==> src/shared/dis_pkg.sv <==
// Constants, types and register map of the debounced input serializer.
// Assumes a 200 MHz system clock; link pins are asynchronous to it.
// Summary of operation
// - Input change accepted after stable debounce interval
// - Select pins pick 3 ms, 1 ms, bypass
// - Eight-stage parallel-in serial-out register drives output
// - Load strobe low loads debounced bits continuously
// - Load strobe high blocks parallel loading
// - Shift on rising link clock, enable low
// - Enable high holds register unchanged
// - Stages move toward output, first takes input
// - After eight shifts output follows serial input
// - Over-temperature flag low above first trip
// - All outputs float above second trip; irq and the Avalon-MM outputs stay driven here
// - Shutdown floats flag, pulldown keeps it low
package dis_pkg;

	localparam int          CLK_MHZ         = 200;
	localparam int          NUM_CH          = 8;
	localparam int          DB_LONG_MS      = 3;
	localparam int          DB_SHORT_MS     = 1;
	localparam int          DB_LONG_CYC     = DB_LONG_MS * CLK_MHZ * 1000;
	localparam int          DB_SHORT_CYC    = DB_SHORT_MS * CLK_MHZ * 1000;
	localparam int          CNT_W           = 20;

	// Avalon register byte addresses
	localparam logic [3:0]  ADDR_FIELD      = 4'h0;
	localparam logic [3:0]  ADDR_SHIFT      = 4'h4;
	localparam logic [3:0]  ADDR_CTRL       = 4'h8;
	localparam logic [3:0]  ADDR_STATUS     = 4'hc;
	localparam logic [3:0]  ADDR_MASK       = 4'h4;
	localparam logic [3:0]  ADDR_IRQ_STAT   = 4'hc;

	// Control register fields
	localparam int          CTRL_OVER_BIT   = 0;
	localparam int          CTRL_SHDN_BIT   = 1;
	localparam logic [31:0] UNMAPPED_DATA   = 32'h0000_0000;

	// Interrupt status bits
	localparam int          IRQ_CHANGE_BIT  = 0;
	localparam int          IRQ_OVER_BIT    = 1;
	localparam int          IRQ_SHDN_BIT    = 2;
	localparam int          IRQ_W           = 3;

	typedef enum logic [1:0] {
		DIS_SEL_RESERVED = 2'b00,
		DIS_SEL_BYPASS   = 2'b01,
		DIS_SEL_SHORT    = 2'b10,
		DIS_SEL_LONG     = 2'b11
	} dis_sel_e;

	typedef enum logic [1:0] {
		DIS_BUS_IDLE = 2'b00,
		DIS_BUS_ACK  = 2'b01
	} dis_bus_e;

	typedef struct packed {
		logic strobe_n;
		logic clk_en_n;
		logic shift_clk;
		logic chain_in;
	} dis_link_s;

endpackage

==> src/hdl/dis_top.sv <==
// Debounced eight-channel input serializer with Avalon-MM status access.
// Assumes link pins and field inputs are asynchronous and are synchronised here.
//
// Added by the designer: the Avalon-MM interface to the registers and the placing of the registers.
`timescale 1ns/1ps
module dis_top #(
	parameter int DB_LONG  = dis_pkg::DB_LONG_CYC,
	parameter int DB_SHORT = dis_pkg::DB_SHORT_CYC
) (
	input  wire logic                    clk_sys,
	input  wire logic                    rst_b,
	input  wire logic [7:0]              field_inputs,
	input  wire logic                    debounce_sel0,
	input  wire logic                    debounce_sel1,
	input  wire dis_pkg::dis_link_s      link_in,
	output logic                         serial_chain_out,
	output logic                         serial_chain_out_oe_n,
	output logic                         overtemp_flag_n,
	output logic                         overtemp_flag_oe_n,
	input  wire logic [3:0]              avs_address,
	input  wire logic                    avs_read,
	input  wire logic                    avs_write,
	input  wire logic [31:0]             avs_writedata,
	output logic [31:0]                  avs_readdata,
	output logic                         avs_waitrequest,
	output logic                         irq
);
	import dis_pkg::*;

	// ---------------------------------------------------------------
	// Input synchronisers
	// ---------------------------------------------------------------
	logic [7:0]  field_s1;
	logic [7:0]  field_s2;
	dis_link_s   link_s1;
	dis_link_s   link_s2;
	logic [1:0]  sel_s1;
	logic [1:0]  sel_s2;
	logic        sclk_d;

	// Field levels
	always_ff @(posedge clk_sys) begin
		field_s1 <= field_inputs;
		field_s2 <= field_s1;
	end

	// Link pins
	always_ff @(posedge clk_sys) begin
		link_s1 <= link_in;
		link_s2 <= link_s1;
	end

	// Debounce select pins
	always_ff @(posedge clk_sys) begin
		sel_s1 <= {debounce_sel1, debounce_sel0};
		sel_s2 <= sel_s1;
	end

	// ---------------------------------------------------------------
	// Link clock edge detect
	// ---------------------------------------------------------------
	// Starts at the idle level of the link clock, so reset gives no false edge
	always_ff @(posedge clk_sys) begin
		if (!rst_b) begin
			sclk_d <= 1'b0;
		end else begin
			sclk_d <= link_s2.shift_clk;
		end
	end

	// ---------------------------------------------------------------
	// Debounce filters
	// ---------------------------------------------------------------
	logic [7:0]  latched_field_bits;
	dis_sel_e    db_sel;
	logic [31:0] db_limit;

	assign db_sel = dis_sel_e'(sel_s2);

	function automatic logic [31:0] db_cycles(input dis_sel_e sel, input int lng, input int sht);
		case (sel)
			DIS_SEL_LONG:  db_cycles = 32'(lng);
			DIS_SEL_SHORT: db_cycles = 32'(sht);
			default:       db_cycles = 32'h0000_0000;
		endcase
	endfunction

	assign db_limit = db_cycles(db_sel, DB_LONG, DB_SHORT);

	genvar gi;
	generate
		for (gi = 0; gi < NUM_CH; gi++) begin : g_db
			logic [31:0] cnt;
			logic [31:0] next_cnt;
			logic        differs;
			logic        expired;

			assign differs = field_s2[gi] != latched_field_bits[gi];
			assign expired = db_sel == DIS_SEL_BYPASS || cnt + 32'h1 >= db_limit;

			// Counter restarts whenever the input returns to the latched level
			always_comb begin
				next_cnt = cnt;
				if (!differs || expired) begin
					next_cnt = 32'h0000_0000;
				end else begin
					next_cnt = cnt + 32'h1;
				end
			end

			always_ff @(posedge clk_sys) begin
				if (!rst_b) begin
					cnt <= 32'h0000_0000;
				end else begin
					cnt <= next_cnt;
				end
			end

			always_ff @(posedge clk_sys) begin
				if (!rst_b) begin
					latched_field_bits[gi] <= 1'b0;
				end else if (differs && expired) begin
					latched_field_bits[gi] <= field_s2[gi];
				end
			end
		end
	endgenerate

	// ---------------------------------------------------------------
	// Shift register
	// ---------------------------------------------------------------
	logic [7:0]  shreg;
	logic [7:0]  next_shreg;
	logic        shift_edge;
	logic [4:0]  shift_count;

	assign shift_edge = link_s2.shift_clk && !sclk_d;

	// Shift mode: strobe high, enable low and a rising link clock
	function automatic logic shift_go(input dis_link_s lnk, input logic rise);
		shift_go = lnk.strobe_n && !lnk.clk_en_n && rise;
	endfunction

	always_comb begin
		next_shreg = shreg;
		if (!link_s2.strobe_n) begin
			next_shreg = latched_field_bits;
		end else if (shift_go(link_s2, shift_edge)) begin
			next_shreg = {shreg[NUM_CH-2:0], link_s2.chain_in};
		end else begin
			next_shreg = shreg;
		end
	end

	// Ones after reset, as an idle chain end returns
	always_ff @(posedge clk_sys) begin
		if (!rst_b) begin
			shreg <= 8'hff;
		end else begin
			shreg <= next_shreg;
		end
	end

	always_ff @(posedge clk_sys) begin
		if (!rst_b || !link_s2.strobe_n) begin
			shift_count <= 5'h00;
		end else if (shift_go(link_s2, shift_edge) && shift_count != 5'h1f) begin
			shift_count <= shift_count + 5'h01;
		end
	end

	// ---------------------------------------------------------------
	// Temperature and pin drivers
	// ---------------------------------------------------------------
	logic        over_temp;
	logic        shutdown;

	always_ff @(posedge clk_sys) begin
		if (!rst_b) begin
			serial_chain_out <= 1'b1;
		end else begin
			serial_chain_out <= shreg[NUM_CH-1];
		end
	end

	always_ff @(posedge clk_sys) begin
		if (!rst_b) begin
			serial_chain_out_oe_n <= 1'b0;
		end else begin
			serial_chain_out_oe_n <= shutdown;
		end
	end

	// Driven low in shutdown stands in for the pulldown
	always_ff @(posedge clk_sys) begin
		if (!rst_b) begin
			overtemp_flag_n <= 1'b1;
		end else begin
			overtemp_flag_n <= !(over_temp || shutdown);
		end
	end

	always_ff @(posedge clk_sys) begin
		if (!rst_b) begin
			overtemp_flag_oe_n <= 1'b0;
		end else begin
			overtemp_flag_oe_n <= shutdown;
		end
	end

	// ---------------------------------------------------------------
	// Avalon-MM slave
	// ---------------------------------------------------------------
	logic [IRQ_W-1:0] irq_stat;
	logic [IRQ_W-1:0] irq_mask;
	logic [IRQ_W-1:0] irq_event;
	logic [7:0]       field_hist;
	logic             over_d;
	logic             shdn_d;
	logic             rd_stat;
	logic             bus_ack;

	// One-cycle pulse for each event source
	always_comb begin
		irq_event                 = '0;
		irq_event[IRQ_CHANGE_BIT] = latched_field_bits != field_hist;
		irq_event[IRQ_OVER_BIT]   = over_temp && !over_d;
		irq_event[IRQ_SHDN_BIT]   = shutdown && !shdn_d;
	end

	assign rd_stat = avs_read && bus_ack && avs_address == ADDR_STATUS;

	always_ff @(posedge clk_sys) begin
		if (!rst_b) begin
			field_hist <= 8'h00;
		end else begin
			field_hist <= latched_field_bits;
		end
	end

	always_ff @(posedge clk_sys) begin
		if (!rst_b) begin
			over_d <= 1'b0;
		end else begin
			over_d <= over_temp;
		end
	end

	always_ff @(posedge clk_sys) begin
		if (!rst_b) begin
			shdn_d <= 1'b0;
		end else begin
			shdn_d <= shutdown;
		end
	end

	// One wait cycle, then acknowledge
	always_ff @(posedge clk_sys) begin
		if (!rst_b) begin
			bus_ack <= 1'b0;
		end else if ((avs_read || avs_write) && !bus_ack) begin
			bus_ack <= 1'b1;
		end else begin
			bus_ack <= 1'b0;
		end
	end

	always_ff @(posedge clk_sys) begin
		if (!rst_b) begin
			avs_waitrequest <= 1'b1;
		end else if ((avs_read || avs_write) && !bus_ack) begin
			avs_waitrequest <= 1'b0;
		end else begin
			avs_waitrequest <= 1'b1;
		end
	end

	// ---------------------------------------------------------------
	// Control and mask registers
	// ---------------------------------------------------------------
	always_ff @(posedge clk_sys) begin
		if (!rst_b) begin
			over_temp <= 1'b0;
			shutdown  <= 1'b0;
		end else if (avs_write && bus_ack && avs_address == ADDR_CTRL) begin
			over_temp <= avs_writedata[CTRL_OVER_BIT];
			shutdown  <= avs_writedata[CTRL_SHDN_BIT];
		end
	end

	always_ff @(posedge clk_sys) begin
		if (!rst_b) begin
			irq_mask <= '0;
		end else if (avs_write && bus_ack && avs_address == ADDR_MASK) begin
			irq_mask <= avs_writedata[IRQ_W-1:0];
		end
	end

	// ---------------------------------------------------------------
	// Interrupt status
	// ---------------------------------------------------------------
	// Only the bits handed out are cleared, so an event that lands between
	// capture and clear survives; events win over the clear
	always_ff @(posedge clk_sys) begin
		if (!rst_b) begin
			irq_stat <= '0;
		end else if (rd_stat) begin
			irq_stat <= (irq_stat & ~avs_readdata[IRQ_W-1:0]) | irq_event;
		end else begin
			irq_stat <= irq_stat | irq_event;
		end
	end

	always_ff @(posedge clk_sys) begin
		if (!rst_b) begin
			irq <= 1'b0;
		end else begin
			irq <= |(irq_stat & irq_mask);
		end
	end

	// ---------------------------------------------------------------
	// Read data
	// ---------------------------------------------------------------

	always_ff @(posedge clk_sys) begin
		if (!rst_b) begin
			avs_readdata <= UNMAPPED_DATA;
		end else if ((avs_read || avs_write) && !bus_ack) begin
			case (avs_address)
				ADDR_FIELD:  avs_readdata <= {16'h0000, shreg, latched_field_bits};
				ADDR_SHIFT:  avs_readdata <= {29'h0, irq_mask};
				ADDR_CTRL:   avs_readdata <= {27'h0, shift_count[4:3] != 2'b00, db_sel, shutdown, over_temp};
				ADDR_STATUS: avs_readdata <= {29'h0, irq_stat};
				default:     avs_readdata <= UNMAPPED_DATA;
			endcase
		end
	end

endmodule

==> config.mk <==
export PLATFORM = sky130hd
export DESIGN_NAME = dis_top
export DESIGN_NICKNAME = d
export VERILOG_FILES = /design/src/shared/dis_pkg.sv /design/src/hdl/dis_top.sv
export SDC_FILE = /design/constraint.sdc
export NUM_CORES = 1
export LEC_CHECK = 0
export BUFFER_PORTS_ARGS = -buffer_cell sky130_fd_sc_hd__buf_2
export CAP_MARGIN = 40
export CORE_AREA = 5 5 187 189
export DETAILED_ROUTE_END_ITERATION = 16
export DIE_AREA = 0 0 192 194
export PLACE_DENSITY = 0.67
export SLEW_MARGIN = 30
export SYNTH_ARGS = -nofsm -noshare
export SYNTH_HDL_FRONTEND = slang
export SYNTH_SLANG_ARGS = --single-unit
==> constraint.sdc <==
create_clock -name clk_sys -period 10.6 [get_ports clk_sys]
set_clock_uncertainty 0.15 [all_clocks]
set_input_delay 3.18 -clock clk_sys [delete_from_list [all_inputs] [get_ports clk_sys]]
set_output_delay 3.18 -clock clk_sys [all_outputs]
set_load 0.01 [all_outputs]
==> results.md, run 1 <==
## Power and ir drop
* 7.490 nW — Pleak
* 0.0001161 V — peak ir drop on the vdd network
* 150.9 mW/mm² — power density of the placed cells
* 2.820 mW — total design power

## Setup path
* input port — type of origin of the critical path
* 10.92 ns — Critical Path RT
* flip-flop — type of destination of the critical path
* 48 — crit-path max FO
* in2reg — critical path class
* 5.02 ns — endpoint arrival time on the critical path

## Global routing
* 0 — total congestion overflow after global routing
* 49 — largest net degree at the start of global routing
* 1 — initial antenna violation count
* 12090 — vias in the first global route
* 18.34% — overall track demand over capacity in global routing
* 57810 µm — wire length of the first global-routing pass

## STA
* 4.698 ns — time the final worst path needs with I/O delays and setup
* 0.7989 ns — transition time at the pin with the least slew margin
* 46.25% — Max-slew headroom
* 44.32% — final period utilization
* 212.9 MHz — maximum clock rate
* 0 — final-report max-slew violation count
* 5.902 ns — min setup slack post-route
* 0.1771 ns — minimum hold slack
* 0 — Hold Fails Final Rpt
* 0 — total of endpoints with negative setup slack in the final report
* no — unrepaired setup endpoints after global routing
* 0 ns — setup_tns

## Clock tree
* done — CTS tree
* 0 — quantity of hold-fixing buffers added after cts
* 0.06 ns — clock slew seen by the registers of the worst setup and hold paths
* 345 — count of clock tree sinks
* 0 — Post-CTS Setup Repair Bufs
* 2 — maximum level of the CTS H-tree
* sky130_fd_sc_hd__clkbuf_16 — clock root buffer
* 0 — post-cts resize count
* 38 — number of buffers inserted during clock tree synthesis
* 0.52 ns — clock latency on the worst-skew pair
* 3 — Max Buffers Root-to-Sink

## Floorplanning
* 49.45% — starting density of the core
* 194 µm — height of the die
* 92 — number of placed I/O pins
* 0.03311 mm² — area of the placeable core
* 67 — num rows
* 0.03725 mm² — Total Die Area
* 192 µm — width of the chip

## Status
* complete, no violations — status

## Final layout
* 56.46% — final core utilization
* 2944 — fill cell instance count of the final layout
* 2388 — final cell count without fillers
* 2056 — number of nets at the end of the flow
* 0 — ANT cells
* 0.01870 mm² — final cell area excluding filler cells
* 14.18% — area delta synth->final
* 8.557% — share of layout cells above drive strength 1

## Drt
* 34480 µm — wire length after detailed routing
* 0 — Antenna Nets Post-Route
* 5.276 — vias per inst
* 635 — Iter 0 DRT Violations
* 5 — number of optimization iterations in the first detailed-route pass
* 0 — Remaining DRCs
* 14.44 µm — detailed-route wire length per cell
* 12600 — vias post-DR

## Placement
* 46 — number of port buffers
* 0.8519 — global placement routability congestion
* 0.01734 mm² — placed standard-cell area
* 24560 µm — half-perimeter wire length after placement
* 2315 — total instance count after detailed placement
* 5.016 ns — worst-case setup slack after placement

## Synthesis
* sky130_fd_sc_hd__dfxtp_1 — Main synth FF type
* 0 — count of yosys warnings during synthesis
* 42.18% — share of synthesized area occupied by flip-flops and latches
* 78 — number of unique standard cell types used by synthesis
* 345 — synthesized flop and latch total
* 0% — Async SR Flop Fraction
* 1765 — synthesized netlist cell count
* 9.277 µm² — average footprint of a synthesized cell
* 0 — number of flops mapped to enable cells by yosys
* 0.01637 mm² — Netlist Area Pre-Place

## Run
* 0 — count of max-cap constraint violations

## Hold path
* reg2reg — Hold Crit Class

-- where the power goes --
part	leakage [nW]	internal [mW]	switching [mW]
sequential	2.83	1.33	0.0309
combinational	4.03	0.0451	0.0581
clock	0.628	0.836	0.520
-- worst max-delay path, stage by stage --
cell                      delay, ns
sky130_fd_sc_hd__buf_2         0.08
sky130_fd_sc_hd__buf_4         0.42
sky130_fd_sc_hd__nand2_1       0.25
sky130_fd_sc_hd__or4_1         0.49
sky130_fd_sc_hd__nor2_1        0.21
sky130_fd_sc_hd__buf_4         0.22
sky130_fd_sc_hd__a22o_1        0.14
-- final cells by class --
class                           count  area, µm²  share of cell area, %
Multi-Input combinational cell   1429       9440                  50.50
Sequential cell                   345       6907                  36.94
Clock buffer                       48       1030                  5.508
Tap cell                          448      560.5                  2.998
Timing Repair Buffer               61      355.3                  1.901
Clock inverter                     20      264.0                  1.412
Inverter                           37      138.9                 0.7429
-- cell usage in the layout (no fill, tap or decap), types with 54 or more instances in the layout --
| master | n |
|---|---|
| sky130_fd_sc_hd__nand2_1 | 116 |
| sky130_fd_sc_hd__dfxtp_1 | 345 |
| sky130_fd_sc_hd__and3_1 | 54 |
| sky130_fd_sc_hd__nand4_1 | 72 |
| sky130_fd_sc_hd__xnor2_1 | 108 |
| sky130_fd_sc_hd__nor2b_1 | 100 |
| sky130_fd_sc_hd__nand3_1 | 105 |
| sky130_fd_sc_hd__nor2_1 | 149 |
| sky130_fd_sc_hd__ha_1 | 90 |
| sky130_fd_sc_hd__conb_1 | 112 |
| sky130_fd_sc_hd__xor2_1 | 78 |
-- logic make-up (layout without fill, tap and decap cells) --
group                    after synthesis  after routing  share of synthesized area, %
AND/OR/NAND/NOR                      797            797                         26.46
flip-flops                           345            345                         42.18
AO/OA/AOI/OAI                        203            203                         8.933
XOR/XNOR                             186            186                         9.950
buffers and inverters                102            166                         2.835
adder cells (fa/ha/maj)               90             90                         6.878
multiplexers                          41             41                         2.743
other                                  1            112                       0.02290
-- cells in the mapped netlist, drive strengths merged, types with 4 or more instances --
library cell	instances	area share (%)
nand3b	4	0.18
a211o	5	0.27
a31oi	18	0.69
o21ba	4	0.24
buf	30	1.2
nand3	107	3.3
or2	12	0.46
a31o	8	0.43
nor3	47	1.4
o2111ai	5	0.27
a211oi	6	0.28
or4	18	0.85
and4	21	1.1
a311oi	4	0.21
nand4	75	3.0
a21oi	25	0.76
nand2	116	2.7
nor4	36	1.6
and2	21	0.80
nor2b	101	3.9
mux2i	37	2.3
o21ai	40	1.2
nor3b	4	0.18
inv	37	0.85
nor2	149	3.4
o31ai	9	0.41
a2111oi	4	0.25
o21a	5	0.23
ha	90	6.9
xor2	78	4.2
or3	19	0.73
xnor2	108	5.8
a21o	17	0.78
o31a	7	0.37
a22o	11	0.59
and3	54	2.1
o211ai	4	0.18
dfxtp	345	42
nor4b	4	0.29
clkbuf	35	0.80
-- per-layer routing --
metal / track usage, % / vias up / share of wire (%)
met2: 31.16 / 235 / 47
met5: 0 / - / 0
met4: 4.543 / 0 / 2.0
met3: 3.439 / 48 / 5.3
met1: 24.09 / 5808 / 46
li1: - / 6508 / -
-- state kept, by name (all words and copies together), names as in the netlist, 4 cells and up --
signal,flops
field_s2,8
link_s1,4
shift_count,5
g_db.cnt,256
avs_readdata,16
latched_field_bits,8
field_hist,8
link_s2,4
shreg,8
field_s1,8
-- final timing paths --
| check | startpoint | endpoint | slack, ns | cells past startpoint |
|---|---|---|---|---|
| worst max-delay path | rst_b | avs_readdata[6] | 5.90 | 7 |
| worst min-delay path | field_s1[1] | field_s2[1] | 0.18 | 0 |
| worst max register to register | g_db[2].cnt[2] | g_db[2].cnt[9] | 6.06 | 12 |
| worst min register to register | field_s1[1] | field_s2[1] | 0.18 | 0 |
Power figures use the tool's default switching activity.
==> run 2: changes to the inputs <==
--- a/config.mk
+++ b/config.mk
@@ -10,7 +10,7 @@
 export CORE_AREA = 5 5 187 189
 export DETAILED_ROUTE_END_ITERATION = 16
 export DIE_AREA = 0 0 192 194
-export PLACE_DENSITY = 0.67
+export PLACE_DENSITY = 0.7
 export SLEW_MARGIN = 30
 export SYNTH_ARGS = -nofsm -noshare
 export SYNTH_HDL_FRONTEND = slang
==> constraint.sdc (replaced) <==
create_clock -name clk_sys -period 4.2 [get_ports clk_sys]
set_clock_uncertainty 0.15 [all_clocks]
set_input_delay 1.26 -clock clk_sys [delete_from_list [all_inputs] [get_ports clk_sys]]
set_output_delay 1.26 -clock clk_sys [all_outputs]
set_load 0.01 [all_outputs]
==> run 2 against run 1 <==
  * Total power up 150%
  * Design area up 0.42%
  * Combinational power increased to 2.6 times the previous value
  * Flip-flop and latch count unchanged
  * First-iteration DRC count is 18% lower
  * Final cell count increased by 0.67%
  * Highest routed layer unchanged
  * Clock power rose by 140%
  * Hold slack got worse by 0.0021 ns
  * Count of clock-buffer cells in the layout up 1
==> results.md, run 2 (same netlist as run 1, synthesis figures left out) <==
## Status
* complete, no violations — status, unchanged

## Final layout
* sky130_fd_sc_hd__dfxtp_1 — most common cell after layout, fill and taps aside, unchanged
* 56.69% — final core utilization, was 56.46%
* 2074 — number of nets at the end of the flow, was 2056
* 2912 — fill cell instance count of the final layout, was 2944
* 0.009464 mm² — area taken by multi-input logic gates, was 0.009440 mm²
* 0.006907 mm² — footprint of the flip-flops and latches, unchanged
* 256 — number of flip-flops in the largest register, unchanged
* g_db.cnt (256), avs_readdata (16) — leading registers by flop count, unchanged
* 14.66% — area delta synth->final, was 14.18%
* g_db.cnt — Reg with most FFs, unchanged
* sky130_fd_sc_hd__dfxtp_1 (345), sky130_fd_sc_hd__nor2_1 (147), sky130_fd_sc_hd__nand2_1 (116), sky130_fd_sc_hd__conb_1 (112), sky130_fd_sc_hd__xnor2_1 (108) — commonest cells after routing, fill and taps aside, was sky130_fd_sc_hd__dfxtp_1 (345), sky130_fd_sc_hd__nor2_1 (149), sky130_fd_sc_hd__nand2_1 (116), sky130_fd_sc_hd__conb_1 (112), sky130_fd_sc_hd__xnor2_1 (108)
* 9.514% — share of layout cells above drive strength 1, was 8.557%

## Global routing
* 18.41% — overall track demand over capacity in global routing, was 18.34%
* 58420 µm — wire length of the first global-routing pass, was 57810 µm
* 12310 — vias in the first global route, was 12090
* 0 — total congestion overflow after global routing, unchanged
* 0 — initial antenna violation count, was 1
* 26 — largest net degree at the start of global routing, was 49

## Drt
* 12770 — vias post-DR, was 12600
* 0 — Antenna Nets Post-Route, unchanged
* 34790 µm — wire length after detailed routing, was 34480 µm
* 5.310 — vias per inst, was 5.276
* 5 — number of optimization iterations in the first detailed-route pass, unchanged
* 0 — Remaining DRCs, unchanged
* 519 — Iter 0 DRT Violations, was 635
* 14.47 µm — detailed-route wire length per cell, was 14.44 µm

## Floorplanning
* 92 — number of placed I/O pins, unchanged
* 67 — num rows, unchanged
* 194 µm — height of the die, unchanged
* 49.45% — starting density of the core, unchanged
* 192 µm — width of the chip, unchanged
* 0.03725 mm² — Total Die Area, unchanged
* 0.03311 mm² — area of the placeable core, unchanged

## STA
* 50.68% — Max-slew headroom, was 46.25%
* 0.2698 ns — min setup slack post-route, was 5.902 ns
* 93.58% — final period utilization
* 0 ns — setup_tns, unchanged
* 0 — total of endpoints with negative setup slack in the final report, unchanged
* 0.7331 ns — transition time at the pin with the least slew margin, was 0.7989 ns
* 0 — Hold Fails Final Rpt, unchanged
* 0 — final-report max-slew violation count, unchanged
* 254.4 MHz — maximum clock rate
* yes — unrepaired setup endpoints after global routing, was no
* 3.930 ns — time the final worst path needs with I/O delays and setup

## Placement
* 0.1104 ns — worst-case setup slack after placement, was 5.016 ns
* 0.8661 — global placement routability congestion, was 0.8519
* 25340 µm — half-perimeter wire length after placement, was 24560 µm
* 46 — number of port buffers, unchanged

## Clock tree
* 37 — number of buffers inserted during clock tree synthesis, was 38
* 0.06 ns — clock slew seen by the registers of the worst setup and hold paths, about the same
* 2 — maximum level of the CTS H-tree, unchanged
* 0.51 ns — clock latency on the worst-skew pair, was 0.52 ns
* 3 — Max Buffers Root-to-Sink, unchanged
* 0 — quantity of hold-fixing buffers added after cts, unchanged
* 345 — count of clock tree sinks, unchanged
* done — CTS tree, unchanged
* sky130_fd_sc_hd__clkbuf_16 — clock root buffer, unchanged

## Run
* 0 — count of max-cap constraint violations, unchanged

## Setup path
* 0.44 ns — CP max stage delay, was 0.49 ns
* 4.48 ns — Critical Path RT, was 10.92 ns
* flip-flop — type of destination of the critical path, unchanged
* flip-flop — type of origin of the critical path, was input port
* 1 — number of buffers and inverters on the critical path, was 3
* sky130_fd_sc_hd__or3_1 — CP max stage cell, was sky130_fd_sc_hd__or4_1
* 20 — crit-path max FO, was 48
* 4.21 ns — endpoint arrival time on the critical path, was 5.02 ns
* ha_1 -> nand4_1 -> or3_1 -> xnor2_1 -> ha_1 -> a21o_1 -> a21oi_1 -> o21ai_0 -> o31a_1 -> o311ai_1 -> nand4_1 -> or3b_1 -> buf_4 -> nor2b_1 — CP cell instances, was buf_2 -> buf_4 -> nand2_1 -> or4_1 -> nor2_1 -> buf_4 -> a22o_1
* reg2reg — critical path class, was in2reg
* simple AND/OR/NAND/NOR gates — gate family responsible for the most delay along the worst path, unchanged

## Power and ir drop
* 368.8 mW/mm² — power density of the placed cells, was 150.9 mW/mm²
* 0.0002917 V — peak ir drop on the vdd network, was 0.0001161 V
* 7.548 nW — Pleak, was 7.490 nW

## Hold path
* reg2reg — Hold Crit Class, unchanged

-- run 2: routing by layer --
layer  wire length [µm]  global-route usage (%)  part of all wire [%]
met2              16710                   31.74                    48
met5                  0                       0                     0
met4                736                   4.596                   2.1
met1              15890                   24.09                    46
met3               1451                   2.989                   4.2
-- run 2: layout make-up --
type | count | area share, %
clock buffer | 49 | 5.439
clock inverter | 15 | 0.9664
tap | 448 | 2.986
antenna | 1 | 0.01333
sequential | 345 | 36.79
multi-input combinational | 1429 | 50.41
timing repair buffer | 80 | 2.653
inverter | 37 | 0.7398
-- run 2: final timing paths --
path | start | end | slack, ns | cells past startpoint
min | link_s1[0] | link_s2[0] | 0.18 | 0
max reg2reg | g_db[0].cnt[0] | g_db[0].cnt[8] | 0.27 | 14
min reg2reg | link_s1[0] | link_s2[0] | 0.18 | 0
max | g_db[0].cnt[0] | g_db[0].cnt[8] | 0.27 | 14
-- run 2: through the flow --
stage,power [mW],cell area (µm²),instances,hold WS (ns)
2_1_floorplan,3.679,16790,1876,0.1596
3_3_place_gp,3.759,17530,2338,0.1631
3_5_place_dp,3.769,17530,2338,0.1621
4_1_cts,7.008,18730,2402,0.1751
5_1_grt,7.219,18770,2403,0.1787
6_report,6.923,18770,2404,0.1751
-- run 2: what timing repair did --
item | 4_1_cts | 5_1_grt
buffers inserted | 0 | 1
resized for setup | 0 | 9
setup endpoints to repair | 0 | 63
hold endpoints to repair | 0 | 0
-- run 2: report_power, final --
part	switching [mW]	internal (mW)	total, mW
clock	1.27	1.95	3.22
combinational	0.147	0.118	0.265
sequential	0.0802	3.36	3.44
